<file path="src/qcc_pkg.sv">
// Shared constants and carrier types for the queue command block
package qcc_pkg;
  localparam int ADDR_W = 12;
  localparam int IDX_W = 10;

  // Register indices; byte address is four times the index
  localparam logic [IDX_W-1:0] IDX_TXQ_CMD = 10'h080;
  localparam logic [IDX_W-1:0] IDX_RXQ_CMD = 10'h082;
  localparam logic [IDX_W-1:0] IDX_RX_DUR_THR = 10'h08c;
  localparam logic [IDX_W-1:0] IDX_RX_BYTE_THR = 10'h08e;
  localparam logic [IDX_W-1:0] IDX_IRQ_MASK = 10'h090;
  localparam logic [IDX_W-1:0] IDX_IRQ_STATUS = 10'h092;
  localparam logic [IDX_W-1:0] IDX_RX_FRAME_THR = 10'h09c;
  localparam logic [IDX_W-1:0] IDX_TX_SPACE_REQ = 10'h09e;

  // Transmit command fields
  localparam int TXQ_MANUAL_BIT = 0;
  localparam int TXQ_MONITOR_BIT = 1;
  localparam int TXQ_AUTO_BIT = 2;
  localparam logic [15:0] TXQ_RW_MASK = 16'h0007;

  // Receive command fields
  localparam int RXQ_FRAME_EN_BIT = 5;
  localparam int RXQ_BYTE_EN_BIT = 6;
  localparam int RXQ_DUR_EN_BIT = 7;
  localparam int RXQ_ALIGN_BIT = 9;
  localparam int RXQ_FRAME_HIT_BIT = 10;
  localparam int RXQ_BYTE_HIT_BIT = 11;
  localparam int RXQ_DUR_HIT_BIT = 12;
  localparam logic [15:0] RXQ_RW_MASK = 16'h02e0;

  // Interrupt status fields
  localparam int IRQ_TX_SPACE_BIT = 6;
  localparam int IRQ_RX_THR_BIT = 13;
  localparam logic [15:0] IRQ_USED_MASK = 16'h2040;

  // Reset values
  localparam logic [15:0] CMD_RST = 16'h0000;
  localparam logic [15:0] THR_RST = 16'h0000;
  localparam logic [15:0] IRQ_RST = 16'h0000;

  // Duration threshold counts in microsecond ticks
  localparam int CLK_PERIOD_NS = 10;
  localparam int DUR_TICK_NS = 1000;
  localparam int DUR_TICK_CYCLES = (DUR_TICK_NS + CLK_PERIOD_NS - 1) / CLK_PERIOD_NS;

  typedef struct packed {
    logic [15:0] byte_count;
    logic [15:0] frame_count;
    logic queue_busy;
  } qcc_rx_level_t;

  typedef struct packed {
    logic [15:0] free_space;
    logic frame_ready;
    logic frame_done;
  } qcc_tx_level_t;
endpackage

</file>
<file path="src/qcc_queue_command.sv">
// Transmit and receive queue command registers with Avalon-MM slave
//
// Contract
// Writing one to manual enqueue queues the single current prepared frame.
// Manual enqueue self-clears when the frame is transmitted; host waits for it.
// Auto-enqueue set queues every prepared transmit frame automatically.
// Host keeps manual enqueue zero while setting auto-enqueue.
// Space monitor set raises status bit 6 once requested space is free.
// Space monitor self-clears after frame transmits; host waits before rearming.
// Bit 12 shows the receive interrupt came from the duration threshold.
// Bit 11 shows the receive interrupt came from the byte-count threshold.
// Bit 10 shows the receive interrupt came from the frame-count threshold.
// Threshold status bits refresh only when host writes one to status bit 13.
// Alignment enable inserts two bytes before each received frame header.
// Duration enable raises status bit 13 once frame age exceeds threshold.
// Byte-count enable raises status bit 13 once queued bytes exceed threshold.
module qcc_queue_command (
  input wire logic i_clk,
  input wire logic i_arst_n,
  input wire logic [qcc_pkg::ADDR_W-1:0] i_avs_address,
  input wire logic i_avs_read,
  input wire logic i_avs_write,
  input wire logic [31:0] i_avs_writedata,
  input wire logic [3:0] i_avs_byteenable,
  output logic [31:0] o_avs_readdata,
  output logic o_avs_waitrequest,
  input wire qcc_pkg::qcc_tx_level_t i_tx_level,
  input wire qcc_pkg::qcc_rx_level_t i_rx_level,
  output logic o_tx_enqueue,
  output logic o_tx_auto_enqueue,
  output logic o_rx_align_offset,
  output logic o_irq
);
  logic [1:0] rst_sync_reg;
  wire rst_n = rst_sync_reg[1];

  always_ff @(posedge i_clk or negedge i_arst_n) begin
    if (!i_arst_n) begin
      rst_sync_reg <= 2'b00;
    end else begin
      rst_sync_reg <= {rst_sync_reg[0], 1'b1};
    end
  end

  function automatic logic [15:0] merge16(input logic [15:0] old, input logic [31:0] wd,
                                          input logic [3:0] be);
    merge16 = {be[1] ? wd[15:8] : old[15:8], be[0] ? wd[7:0] : old[7:0]};
  endfunction

  function automatic logic [15:0] lanes16(input logic [31:0] wd, input logic [3:0] be);
    lanes16 = {be[1] ? wd[15:8] : 8'h00, be[0] ? wd[7:0] : 8'h00};
  endfunction

  // Bus handshake: one wait cycle, then the access completes
  logic wait_reg;
  logic [31:0] rdata_reg;
  wire req = i_avs_read || i_avs_write;
  wire commit = req && !wait_reg;
  wire wr_commit = commit && i_avs_write;
  wire [qcc_pkg::IDX_W-1:0] idx = i_avs_address[qcc_pkg::ADDR_W-1:2];
  wire [15:0] wlanes = lanes16(i_avs_writedata, i_avs_byteenable);

  wire sel_txq = (idx == qcc_pkg::IDX_TXQ_CMD);
  wire sel_rxq = (idx == qcc_pkg::IDX_RXQ_CMD);
  wire sel_dur = (idx == qcc_pkg::IDX_RX_DUR_THR);
  wire sel_byte = (idx == qcc_pkg::IDX_RX_BYTE_THR);
  wire sel_frame = (idx == qcc_pkg::IDX_RX_FRAME_THR);
  wire sel_space = (idx == qcc_pkg::IDX_TX_SPACE_REQ);
  wire sel_mask = (idx == qcc_pkg::IDX_IRQ_MASK);
  wire sel_stat = (idx == qcc_pkg::IDX_IRQ_STATUS);

  logic [15:0] txq_reg;
  logic [15:0] rxq_ctl_reg;
  logic [2:0] hit_reg;
  logic [15:0] dur_thr_reg;
  logic [15:0] byte_thr_reg;
  logic [15:0] frame_thr_reg;
  logic [15:0] space_req_reg;
  logic [15:0] irq_mask_reg;
  logic [15:0] irq_stat_reg;
  logic enq_reg;
  logic irq_reg;
  logic [15:0] age;

  qcc_age_timer #(
    .TICK_CYCLES(qcc_pkg::DUR_TICK_CYCLES),
    .AGE_W(16)
  ) u_age (
    .i_clk(i_clk),
    .i_rst_n(rst_n),
    .i_active(i_rx_level.queue_busy),
    .o_age(age)
  );

  // Threshold comparisons
  wire dur_hit = rxq_ctl_reg[qcc_pkg::RXQ_DUR_EN_BIT] && (age > dur_thr_reg);
  wire byte_hit = rxq_ctl_reg[qcc_pkg::RXQ_BYTE_EN_BIT]
                  && (i_rx_level.byte_count > byte_thr_reg);
  wire frame_hit = rxq_ctl_reg[qcc_pkg::RXQ_FRAME_EN_BIT]
                   && (i_rx_level.frame_count > frame_thr_reg);
  wire rx_thr_event = dur_hit || byte_hit || frame_hit;

  // Transmit space monitor
  wire space_event = txq_reg[qcc_pkg::TXQ_MONITOR_BIT]
                     && (i_tx_level.free_space >= space_req_reg);

  // Transmit command write decode
  wire txq_wr = wr_commit && sel_txq;
  wire manual_wr = txq_wr && wlanes[qcc_pkg::TXQ_MANUAL_BIT];
  wire monitor_wr = txq_wr && wlanes[qcc_pkg::TXQ_MONITOR_BIT];
  wire auto_wr_val = i_avs_byteenable[0] ? i_avs_writedata[qcc_pkg::TXQ_AUTO_BIT]
                                         : txq_reg[qcc_pkg::TXQ_AUTO_BIT];
  wire auto_next = txq_wr ? auto_wr_val : txq_reg[qcc_pkg::TXQ_AUTO_BIT];
  // Write wins over completion so an enqueue in the done cycle is not lost
  wire manual_next = manual_wr
                     || (txq_reg[qcc_pkg::TXQ_MANUAL_BIT] && !i_tx_level.frame_done);
  wire monitor_next = monitor_wr
                      || (txq_reg[qcc_pkg::TXQ_MONITOR_BIT] && !i_tx_level.frame_done);
  // Auto mode issues one enqueue per prepared frame, spaced by a cycle
  wire auto_enq = txq_reg[qcc_pkg::TXQ_AUTO_BIT] && i_tx_level.frame_ready && !enq_reg;

  logic [15:0] txq_next;
  always_comb begin
    txq_next = 16'h0000;
    txq_next[qcc_pkg::TXQ_MANUAL_BIT] = manual_next;
    txq_next[qcc_pkg::TXQ_MONITOR_BIT] = monitor_next;
    txq_next[qcc_pkg::TXQ_AUTO_BIT] = auto_next;
  end

  // Interrupt status: set wins over write-one-to-clear
  wire stat_wr = wr_commit && sel_stat;
  wire [15:0] stat_clr = stat_wr ? wlanes : 16'h0000;
  wire [15:0] stat_set = ({15'h0000, rx_thr_event} << qcc_pkg::IRQ_RX_THR_BIT)
                         | ({15'h0000, space_event} << qcc_pkg::IRQ_TX_SPACE_BIT);
  wire [15:0] irq_stat_next = ((irq_stat_reg & ~stat_clr) | stat_set) & qcc_pkg::IRQ_USED_MASK;
  wire hit_refresh = stat_wr && wlanes[qcc_pkg::IRQ_RX_THR_BIT];
  wire irq_next = |(irq_stat_next & irq_mask_reg);

  // Read mux
  logic [15:0] rxq_view;
  always_comb begin
    rxq_view = rxq_ctl_reg & qcc_pkg::RXQ_RW_MASK;
    rxq_view[qcc_pkg::RXQ_DUR_HIT_BIT] = hit_reg[2];
    rxq_view[qcc_pkg::RXQ_BYTE_HIT_BIT] = hit_reg[1];
    rxq_view[qcc_pkg::RXQ_FRAME_HIT_BIT] = hit_reg[0];
  end

  wire [15:0] rd_mux = sel_txq ? txq_reg :
                       sel_rxq ? rxq_view :
                       sel_dur ? dur_thr_reg :
                       sel_byte ? byte_thr_reg :
                       sel_frame ? frame_thr_reg :
                       sel_space ? space_req_reg :
                       sel_mask ? irq_mask_reg :
                       sel_stat ? irq_stat_reg : 16'h0000;

  always_ff @(posedge i_clk or negedge rst_n) begin
    if (!rst_n) begin
      wait_reg <= 1'b1;
      rdata_reg <= 32'h0000_0000;
    end else begin
      wait_reg <= !(req && wait_reg);
      if (req && wait_reg) begin
        rdata_reg <= {16'h0000, rd_mux};
      end
    end
  end

  always_ff @(posedge i_clk or negedge rst_n) begin
    if (!rst_n) begin
      txq_reg <= qcc_pkg::CMD_RST;
      enq_reg <= 1'b0;
    end else begin
      txq_reg <= txq_next & qcc_pkg::TXQ_RW_MASK;
      enq_reg <= manual_wr || auto_enq;
    end
  end

  always_ff @(posedge i_clk or negedge rst_n) begin
    if (!rst_n) begin
      rxq_ctl_reg <= qcc_pkg::CMD_RST;
      dur_thr_reg <= qcc_pkg::THR_RST;
      byte_thr_reg <= qcc_pkg::THR_RST;
      frame_thr_reg <= qcc_pkg::THR_RST;
      space_req_reg <= qcc_pkg::THR_RST;
      irq_mask_reg <= qcc_pkg::IRQ_RST;
    end else if (wr_commit) begin
      if (sel_rxq) begin
        rxq_ctl_reg <= merge16(rxq_ctl_reg, i_avs_writedata, i_avs_byteenable)
                       & qcc_pkg::RXQ_RW_MASK;
      end
      if (sel_dur) begin
        dur_thr_reg <= merge16(dur_thr_reg, i_avs_writedata, i_avs_byteenable);
      end
      if (sel_byte) begin
        byte_thr_reg <= merge16(byte_thr_reg, i_avs_writedata, i_avs_byteenable);
      end
      if (sel_frame) begin
        frame_thr_reg <= merge16(frame_thr_reg, i_avs_writedata, i_avs_byteenable);
      end
      if (sel_space) begin
        space_req_reg <= merge16(space_req_reg, i_avs_writedata, i_avs_byteenable);
      end
      if (sel_mask) begin
        irq_mask_reg <= merge16(irq_mask_reg, i_avs_writedata, i_avs_byteenable)
                        & qcc_pkg::IRQ_USED_MASK;
      end
    end
  end

  // Cause bits are a snapshot; they do not track the live comparators
  always_ff @(posedge i_clk or negedge rst_n) begin
    if (!rst_n) begin
      irq_stat_reg <= qcc_pkg::IRQ_RST;
      hit_reg <= 3'b000;
      irq_reg <= 1'b0;
    end else begin
      irq_stat_reg <= irq_stat_next;
      irq_reg <= irq_next;
      if (hit_refresh) begin
        hit_reg <= {dur_hit, byte_hit, frame_hit};
      end
    end
  end

  assign o_avs_readdata = rdata_reg;
  assign o_avs_waitrequest = wait_reg;
  assign o_tx_enqueue = enq_reg;
  assign o_tx_auto_enqueue = txq_reg[qcc_pkg::TXQ_AUTO_BIT];
  assign o_rx_align_offset = rxq_ctl_reg[qcc_pkg::RXQ_ALIGN_BIT];
  assign o_irq = irq_reg;
endmodule

</file>
<file path="src/qcc_age_timer.sv">
// Age of the oldest queued receive frame, in duration ticks
module qcc_age_timer #(
  parameter int TICK_CYCLES = qcc_pkg::DUR_TICK_CYCLES,
  parameter int AGE_W = 16
) (
  input wire logic i_clk,
  input wire logic i_rst_n,
  input wire logic i_active,
  output logic [AGE_W-1:0] o_age
);
  localparam int PRE_W = $clog2(TICK_CYCLES + 1);

  // Refused while elaborating, before any clock runs
  if (TICK_CYCLES < 1 || AGE_W < 1) begin
    $error("qcc_age_timer: bad parameters");
  end

  logic [PRE_W-1:0] pre_reg;
  logic [AGE_W-1:0] age_reg;
  wire tick = (pre_reg == PRE_W'(TICK_CYCLES - 1));
  wire age_full = &age_reg;

  // Saturates so a stale queue never wraps back under the threshold
  always_ff @(posedge i_clk or negedge i_rst_n) begin
    if (!i_rst_n) begin
      pre_reg <= '0;
      age_reg <= '0;
    end else if (!i_active) begin
      pre_reg <= '0;
      age_reg <= '0;
    end else begin
      pre_reg <= tick ? '0 : pre_reg + 1'b1;
      if (tick && !age_full) begin
        age_reg <= age_reg + 1'b1;
      end
    end
  end

  assign o_age = age_reg;
endmodule

</file>
<file path="config.mk">
export PLATFORM = sky130hd
export DESIGN_NAME = qcc_queue_command
export DESIGN_NICKNAME = d
export VERILOG_FILES = /design/src/qcc_pkg.sv /design/src/qcc_queue_command.sv /design/src/qcc_age_timer.sv
export SDC_FILE = /design/constraint.sdc
export NUM_CORES = 1
export LEC_CHECK = 0
export BUFFER_PORTS_ARGS = -buffer_cell sky130_fd_sc_hd__buf_2
export CORE_ASPECT_RATIO = 1.75
export CORE_UTILIZATION = 60
export CTS_CLUSTER_SIZE = 40
export DETAILED_ROUTE_END_ITERATION = 10
export PLACE_DENSITY = 0.86
export SLEW_MARGIN = 5
export SYNTH_ARGS = -nofsm -noshare
export SYNTH_HDL_FRONTEND = slang
export SYNTH_HIERARCHICAL = 1
export SYNTH_SLANG_ARGS = --single-unit
</file>
<file path="constraint.sdc">
create_clock -name i_clk -period 7.1 [get_ports i_clk]
set_input_delay 1.065 -clock i_clk [delete_from_list [all_inputs] [get_ports i_clk]]
set_output_delay 1.065 -clock i_clk [all_outputs]
set_load 0.005 [all_outputs]
</file>
# == Yosys cells after proc, flatten, opt, wreduce, memory -nomap -nowiden ==
# Index checks and enable logic that the tools add are counted.
# classes
add_sub_neg,2
n_mul,0
n_div,0
order_cmp,4
n_eq_ne,10
n_shift,0
n_mux,15
n_bitwise,5
n_reduce_logical,43
# op_table
operator,n
two-way mux 16 bit,8
"equality test 10 x 8 -> 1 bit, second input constant",8
> comparator 16 bit,3
two-way mux 14 bit,3
AND reduction 3 bit,12
bitwise AND 14 bit,2
logical AND 1 bit,17
"adder 16 x 1 -> 16 bit, second input constant",1
greater-or-equal comparator 16 bit,1
AND reduction 16 bit,1
OR reduction 16 bit,1
two-way mux 7 bit,2
NOT 14 bit,1
bitwise OR 14 bit,1
bitwise OR 14 x 7 -> 14 bit,1
two-way mux 8 bit,1
"adder 7 x 1 -> 7 bit, second input constant",1
"equality test 7 bit, second input constant",1
logical OR 1 bit,6
two-way mux 6 bit,1
logical NOT 1 bit,5
"!= test 2 x 1 -> 1 bit, second input constant",1
AND reduction 2 bit,1
# totals
ff_bits,122
latchBits,0
ram_bits,0
mem_bits_ro,0
input_bits,103
mem_count,0

# == Logic depth before layout (Yosys ltp) ==
# depth
depth_word,10
mapped_depth,9
mapped_depth_nobuf,8

# == Cells and area by module ==
# Netlist, hierarchy kept.
# modules_own_cells
mod,instances,cells_per_inst,area_each_um2,seq_area_each_um2
qcc_queue_command,1,598,6052.1,2478.6
qcc_age_timer,1,113,1179.9,575.6

# == Worst setup path after synthesis ==
# OpenSTA, ideal clock, no wires.
# synth_path
kind,input -> register
start,in i_avs_address[11] (netlist bit)
end,"reg rdata_reg[12], in the netlist o_avs_readdata[12]"
setup_time_ns,0.104
t_arrival_ns,2.776
required_time_ns,6.996
slack_ns,4.221
stages,8
path_buffers,2
cell_sequence,or4b_1 -> or3_1 -> buf_6 -> nor2_4 -> buf_6 -> a221oi_1 -> o21a_1 -> o41ai_2
# synth_between
elab_chain_cells,8
# synth_rtl
element,line,source
start: declaration,qcc_queue_command.sv:20,"input wire logic [qcc_pkg::ADDR_W-1:0] i_avs_address,"
equality test 10 x 8 -> 1 bit,qcc_queue_command.sv:69,wire sel_mask = (idx == qcc_pkg::IDX_IRQ_MASK);
two-way mux 14 bit,qcc_queue_command.sv:154,sel_mask ? irq_mask_reg :
two-way mux 16 bit,qcc_queue_command.sv:153,sel_space ? space_req_reg :
two-way mux 16 bit,qcc_queue_command.sv:152,sel_frame ? frame_thr_reg :
two-way mux 16 bit,qcc_queue_command.sv:151,sel_byte ? byte_thr_reg :
two-way mux 16 bit,qcc_queue_command.sv:150,sel_dur ? dur_thr_reg :
two-way mux 16 bit,qcc_queue_command.sv:149,sel_rxq ? rxq_view :
two-way mux 16 bit *,qcc_queue_command.sv:148,wire [15:0] rd_mux = sel_txq ? txq_reg :
end signal: assignment,qcc_queue_command.sv:164,"rdata_reg <= {16'h0000, rd_mux};"
end: declaration,qcc_queue_command.sv:56,logic [31:0] rdata_reg;
# Mark *: on every way between the ends. The rest lies on a longest branch, timed or not.
# A chain may end at the register's enable or synchronous reset.

# == Worst setup path after layout ==
# layout_path
start,in i_avs_address[11] (netlist bit)
end,reg txq_reg[2]
# layout_between
elab_chain_cells,3
# layout_rtl
element,line,source
equality test 10 x 8 -> 1 bit,qcc_queue_command.sv:63,wire sel_txq = (idx == qcc_pkg::IDX_TXQ_CMD);
logical AND 1 bit,qcc_queue_command.sv:108,wire txq_wr = wr_commit && sel_txq;
AND reduction 2 bit (no source line),n/a,
end signal: assignment,qcc_queue_command.sv:171,txq_reg <= qcc_pkg::CMD_RST;
end signal: assignment,qcc_queue_command.sv:174,txq_reg <= txq_next & qcc_pkg::TXQ_RW_MASK;
end: declaration,qcc_queue_command.sv:72,logic [15:0] txq_reg;
# No other way between the ends.

==> metrics.yaml <==
die_area_mm2: 0.0125
wl_per_cell_um: 21.7
p_sw_frac: 0.224
cp.arrival_ps: 3670
fillerInstances: 756
internal-power_uw: 1390
synthMuxAreaShare: 0.0948
fp.dieW_um: 85.0
fin_total_pwr_uw: 1800
via_per_inst: 6.57
synth_top_family_by_area: "compound AO/OA/AOI/OAI gates"
drv_cap: 0
hold_class: "reg -> reg"
grt_max_degree: 69
clockPowerShare: 0.538
synth_top_area_cell: "dfrtp_1"
start_util: 0.621
synthToLayoutAreaGrowth_pct: 16.6
synth_simple_gate_area_frac: 0.134
drt_iter0_drc: 606
final_cell_mix: "120 x dfrtp_1, 103 x buf_2, 73 x inv_1"
postPlaceCellArea_mm2: 0.00777
crit_family: "simple AND/OR/NAND/NOR gates"
synthCells: 711
synth_edf_count: 0
postRouteAntennaNets: 0
cts_tree: "done"
power_frac_comb: 0.064
synth-compound-area-share: 0.145
drc: 0
pin_count: 140
irDropWorstVdd_uv: 200
port-buffer-count: 103
fin_nets: 985
avgSynthCellArea_um2: 10.2
num_vias: 6335
synth_area_leaders: "dfrtp_1 42%, ha_1 11%, mux2_2 9.2%, inv_1 3.8%, nand2_1 3.5%"
stdcell_area_mm2: 0.00844
antenna_found_initial: 0
critPathKind: "in -> reg"
ys_ff_latch: 122
final_common_cell: "dfrtp_1"
leakagePower_uw: 0.00414
maxSlewHeadroom: 0.333
critPathLaunchType: "input port"
post_cts_buffers: 0
drive_gt1_frac: 0.261
overflow: 0
ctsHtreeMaxLevel: 4
cts_buffer_depth: 2
critPathMaxFanout: 9
required_ps: 7410
p_seq_frac: 0.398
fmax_ghz: 0.298
cp-end-kind: "flip-flop"
finalCritPeriodShare: 0.473
timing.setup.tns_ps: 0
power_switching_uw: 402
multi_input_area_mm2: 0.00373
yosys_warnings: 6
yosys.area_share.xor_xnor: 0.0194
drt_pass1_iterations: 7
period_needed_ps: 3360
worst-path-buf-inv: 2
rsz0062_at_grt: "no"
outcome: "completed"
final_max_slew_viol_count: 0
cts_resized: 0
path_clk_slew_ps: 60
worst_pin_slew_ps: 993
setup_violations: 0
seq_area_mm2: 0.00306
synth_flop_cell: "dfrtp_1"
grt_pass1_wl_mm: 33.6
diodes: 0
synthDistinctLibCells: 67
fp.dieH_um: 147
root_buffer: "clkbuf_16"
crit_path_max_incr_delay_ps: 740
synth_area_mm2: 0.00723
num_rows: 52
synthArstFlopShare: 1.00
synth_sequential_area_ratio: 0.422
hold_viol: 0
critical-path-slowest-cell: "nor3_1"
clk_latency_ps: 430
drt-total-wl_mm: 20.9
ctsHoldBuffers: 0
fin_worst_skew_ps: 7.96
dpl.hpwl_mm: 14.7
synth_top_cell_area_share: 0.419
path_cells: "buf_2, or4b_1, or3_1, nor3_1, buf_4, nand2_1, mux2_2"
place.gp.congestion: 0.906
p_per_area_mw_per_mm2: 213
track_usage: 0.357
cts.sinks: 122
cts-buffers-inserted: 17
yosys.area_share.adder: 0.114
grt_pass1_vias: 6558
core_area_mm2: 0.0116
==> kinds of logic after synthesis <==
family | after synthesis
and+or+nand+nor | 182
AOI/OAI and AO/OA | 153
DFF | 122
buffers and inverters | 109
adders and majority gates | 66
muxes | 61
xor gates and xnor gates | 16
other | 2
==> worst register-to-register path: cells and delay by family (launching register included) <==
kind | cells | cell delay [ps]
buffers and inverters | 1 | 90
adder cells (fa/ha/maj) | 1 | 330
AO/OA/AOI/OAI | 4 | 960
flip-flops | 1 | 420
AND/OR/NAND/NOR | 2 | 760
==> through the flow <==
step | worst slack (ps) | hold WS, ps | std cells | utilization
final | 3740 | 351 | 964 | 0.724
after global routing | 3640 | 366 | 964 | 0.724
after CTS | 3840 | 350 | 964 | 0.724
after detailed placement | 3410 | 338 | 932 | 0.667
after global placement | 3470 | 338 | 932 | 0.667
after floorplan | 3450 | 331 | 726 | -
==> final cells by class <==
type,count,area share
clock buffers,21,0.0558
clock inverters,11,0.0227
inverters,74,0.0329
multi-input cells,495,0.442
flip-flops and latches,122,0.363
well taps,135,0.0200
repair buffers,106,0.0638
==> synthesized netlist by cell type, drive strengths merged (3+ instances only) <==
| cell type | count |
|---|---|
| nor2b | 6 |
| ha | 66 |
| and3 | 7 |
| a21o | 4 |
| xor2 | 7 |
| and2 | 5 |
| o21a | 7 |
| inv | 73 |
| nand2 | 71 |
| a31oi | 4 |
| mux2 | 60 |
| a21oi | 23 |
| o21ai | 55 |
| o41ai | 6 |
| nand3 | 18 |
| buf | 24 |
| nor2 | 30 |
| o31ai | 4 |
| nand4 | 12 |
| a211oi | 3 |
| nand2b | 3 |
| clkbuf | 11 |
| a22o | 6 |
| a221oi | 14 |
| nor4 | 4 |
| a22oi | 8 |
| and4 | 6 |
| nor3 | 9 |
| dfrtp | 121 |
| xnor2 | 9 |
| a32oi | 5 |
| and3b | 3 |
==> path summary, 6_finish.rpt <==
path / startpoint / to / slack [ps] / cells past startpoint
worst max register to register: dur_thr_reg[11] / o_irq / 4430 / 8
worst max-delay path: i_avs_address[11] / txq_reg[2] / 3740 / 7
worst min-delay path: rst_sync_reg[0] / rst_sync_reg[1] / 350 / 0
worst min register to register: rst_sync_reg[0] / rst_sync_reg[1] / 350 / 0
max in group asynchronous: rst_sync_reg[1] / hit_reg[2] / 5390 / 1
min in group asynchronous: rst_sync_reg[1] / byte_thr_reg[1] / 380 / 0
==> power groups by stage <==
stage | Combinational [µW] | Sequential [µW] | Clock [µW]
after global routing | 125 | 717 | 1010
after CTS | 112 | 715 | 967
final | 114 | 715 | 967
after floorplan | 56.5 | 729 | 0
after detailed placement | 109 | 727 | 0
after global placement | 103 | 726 | 0
==> routing by layer <==
metal | vias up | global-route usage | share of wire
li1 | 2738 | - | -
met1 | 3086 | 0.385 | 0.34
met2 | 391 | 0.601 | 0.51
met3 | 120 | 0.0938 | 0.073
met4 | 0 | 0.252 | 0.073
met5 | - | 0 | 0
Note: power is estimated with default switching activity, not from simulation.
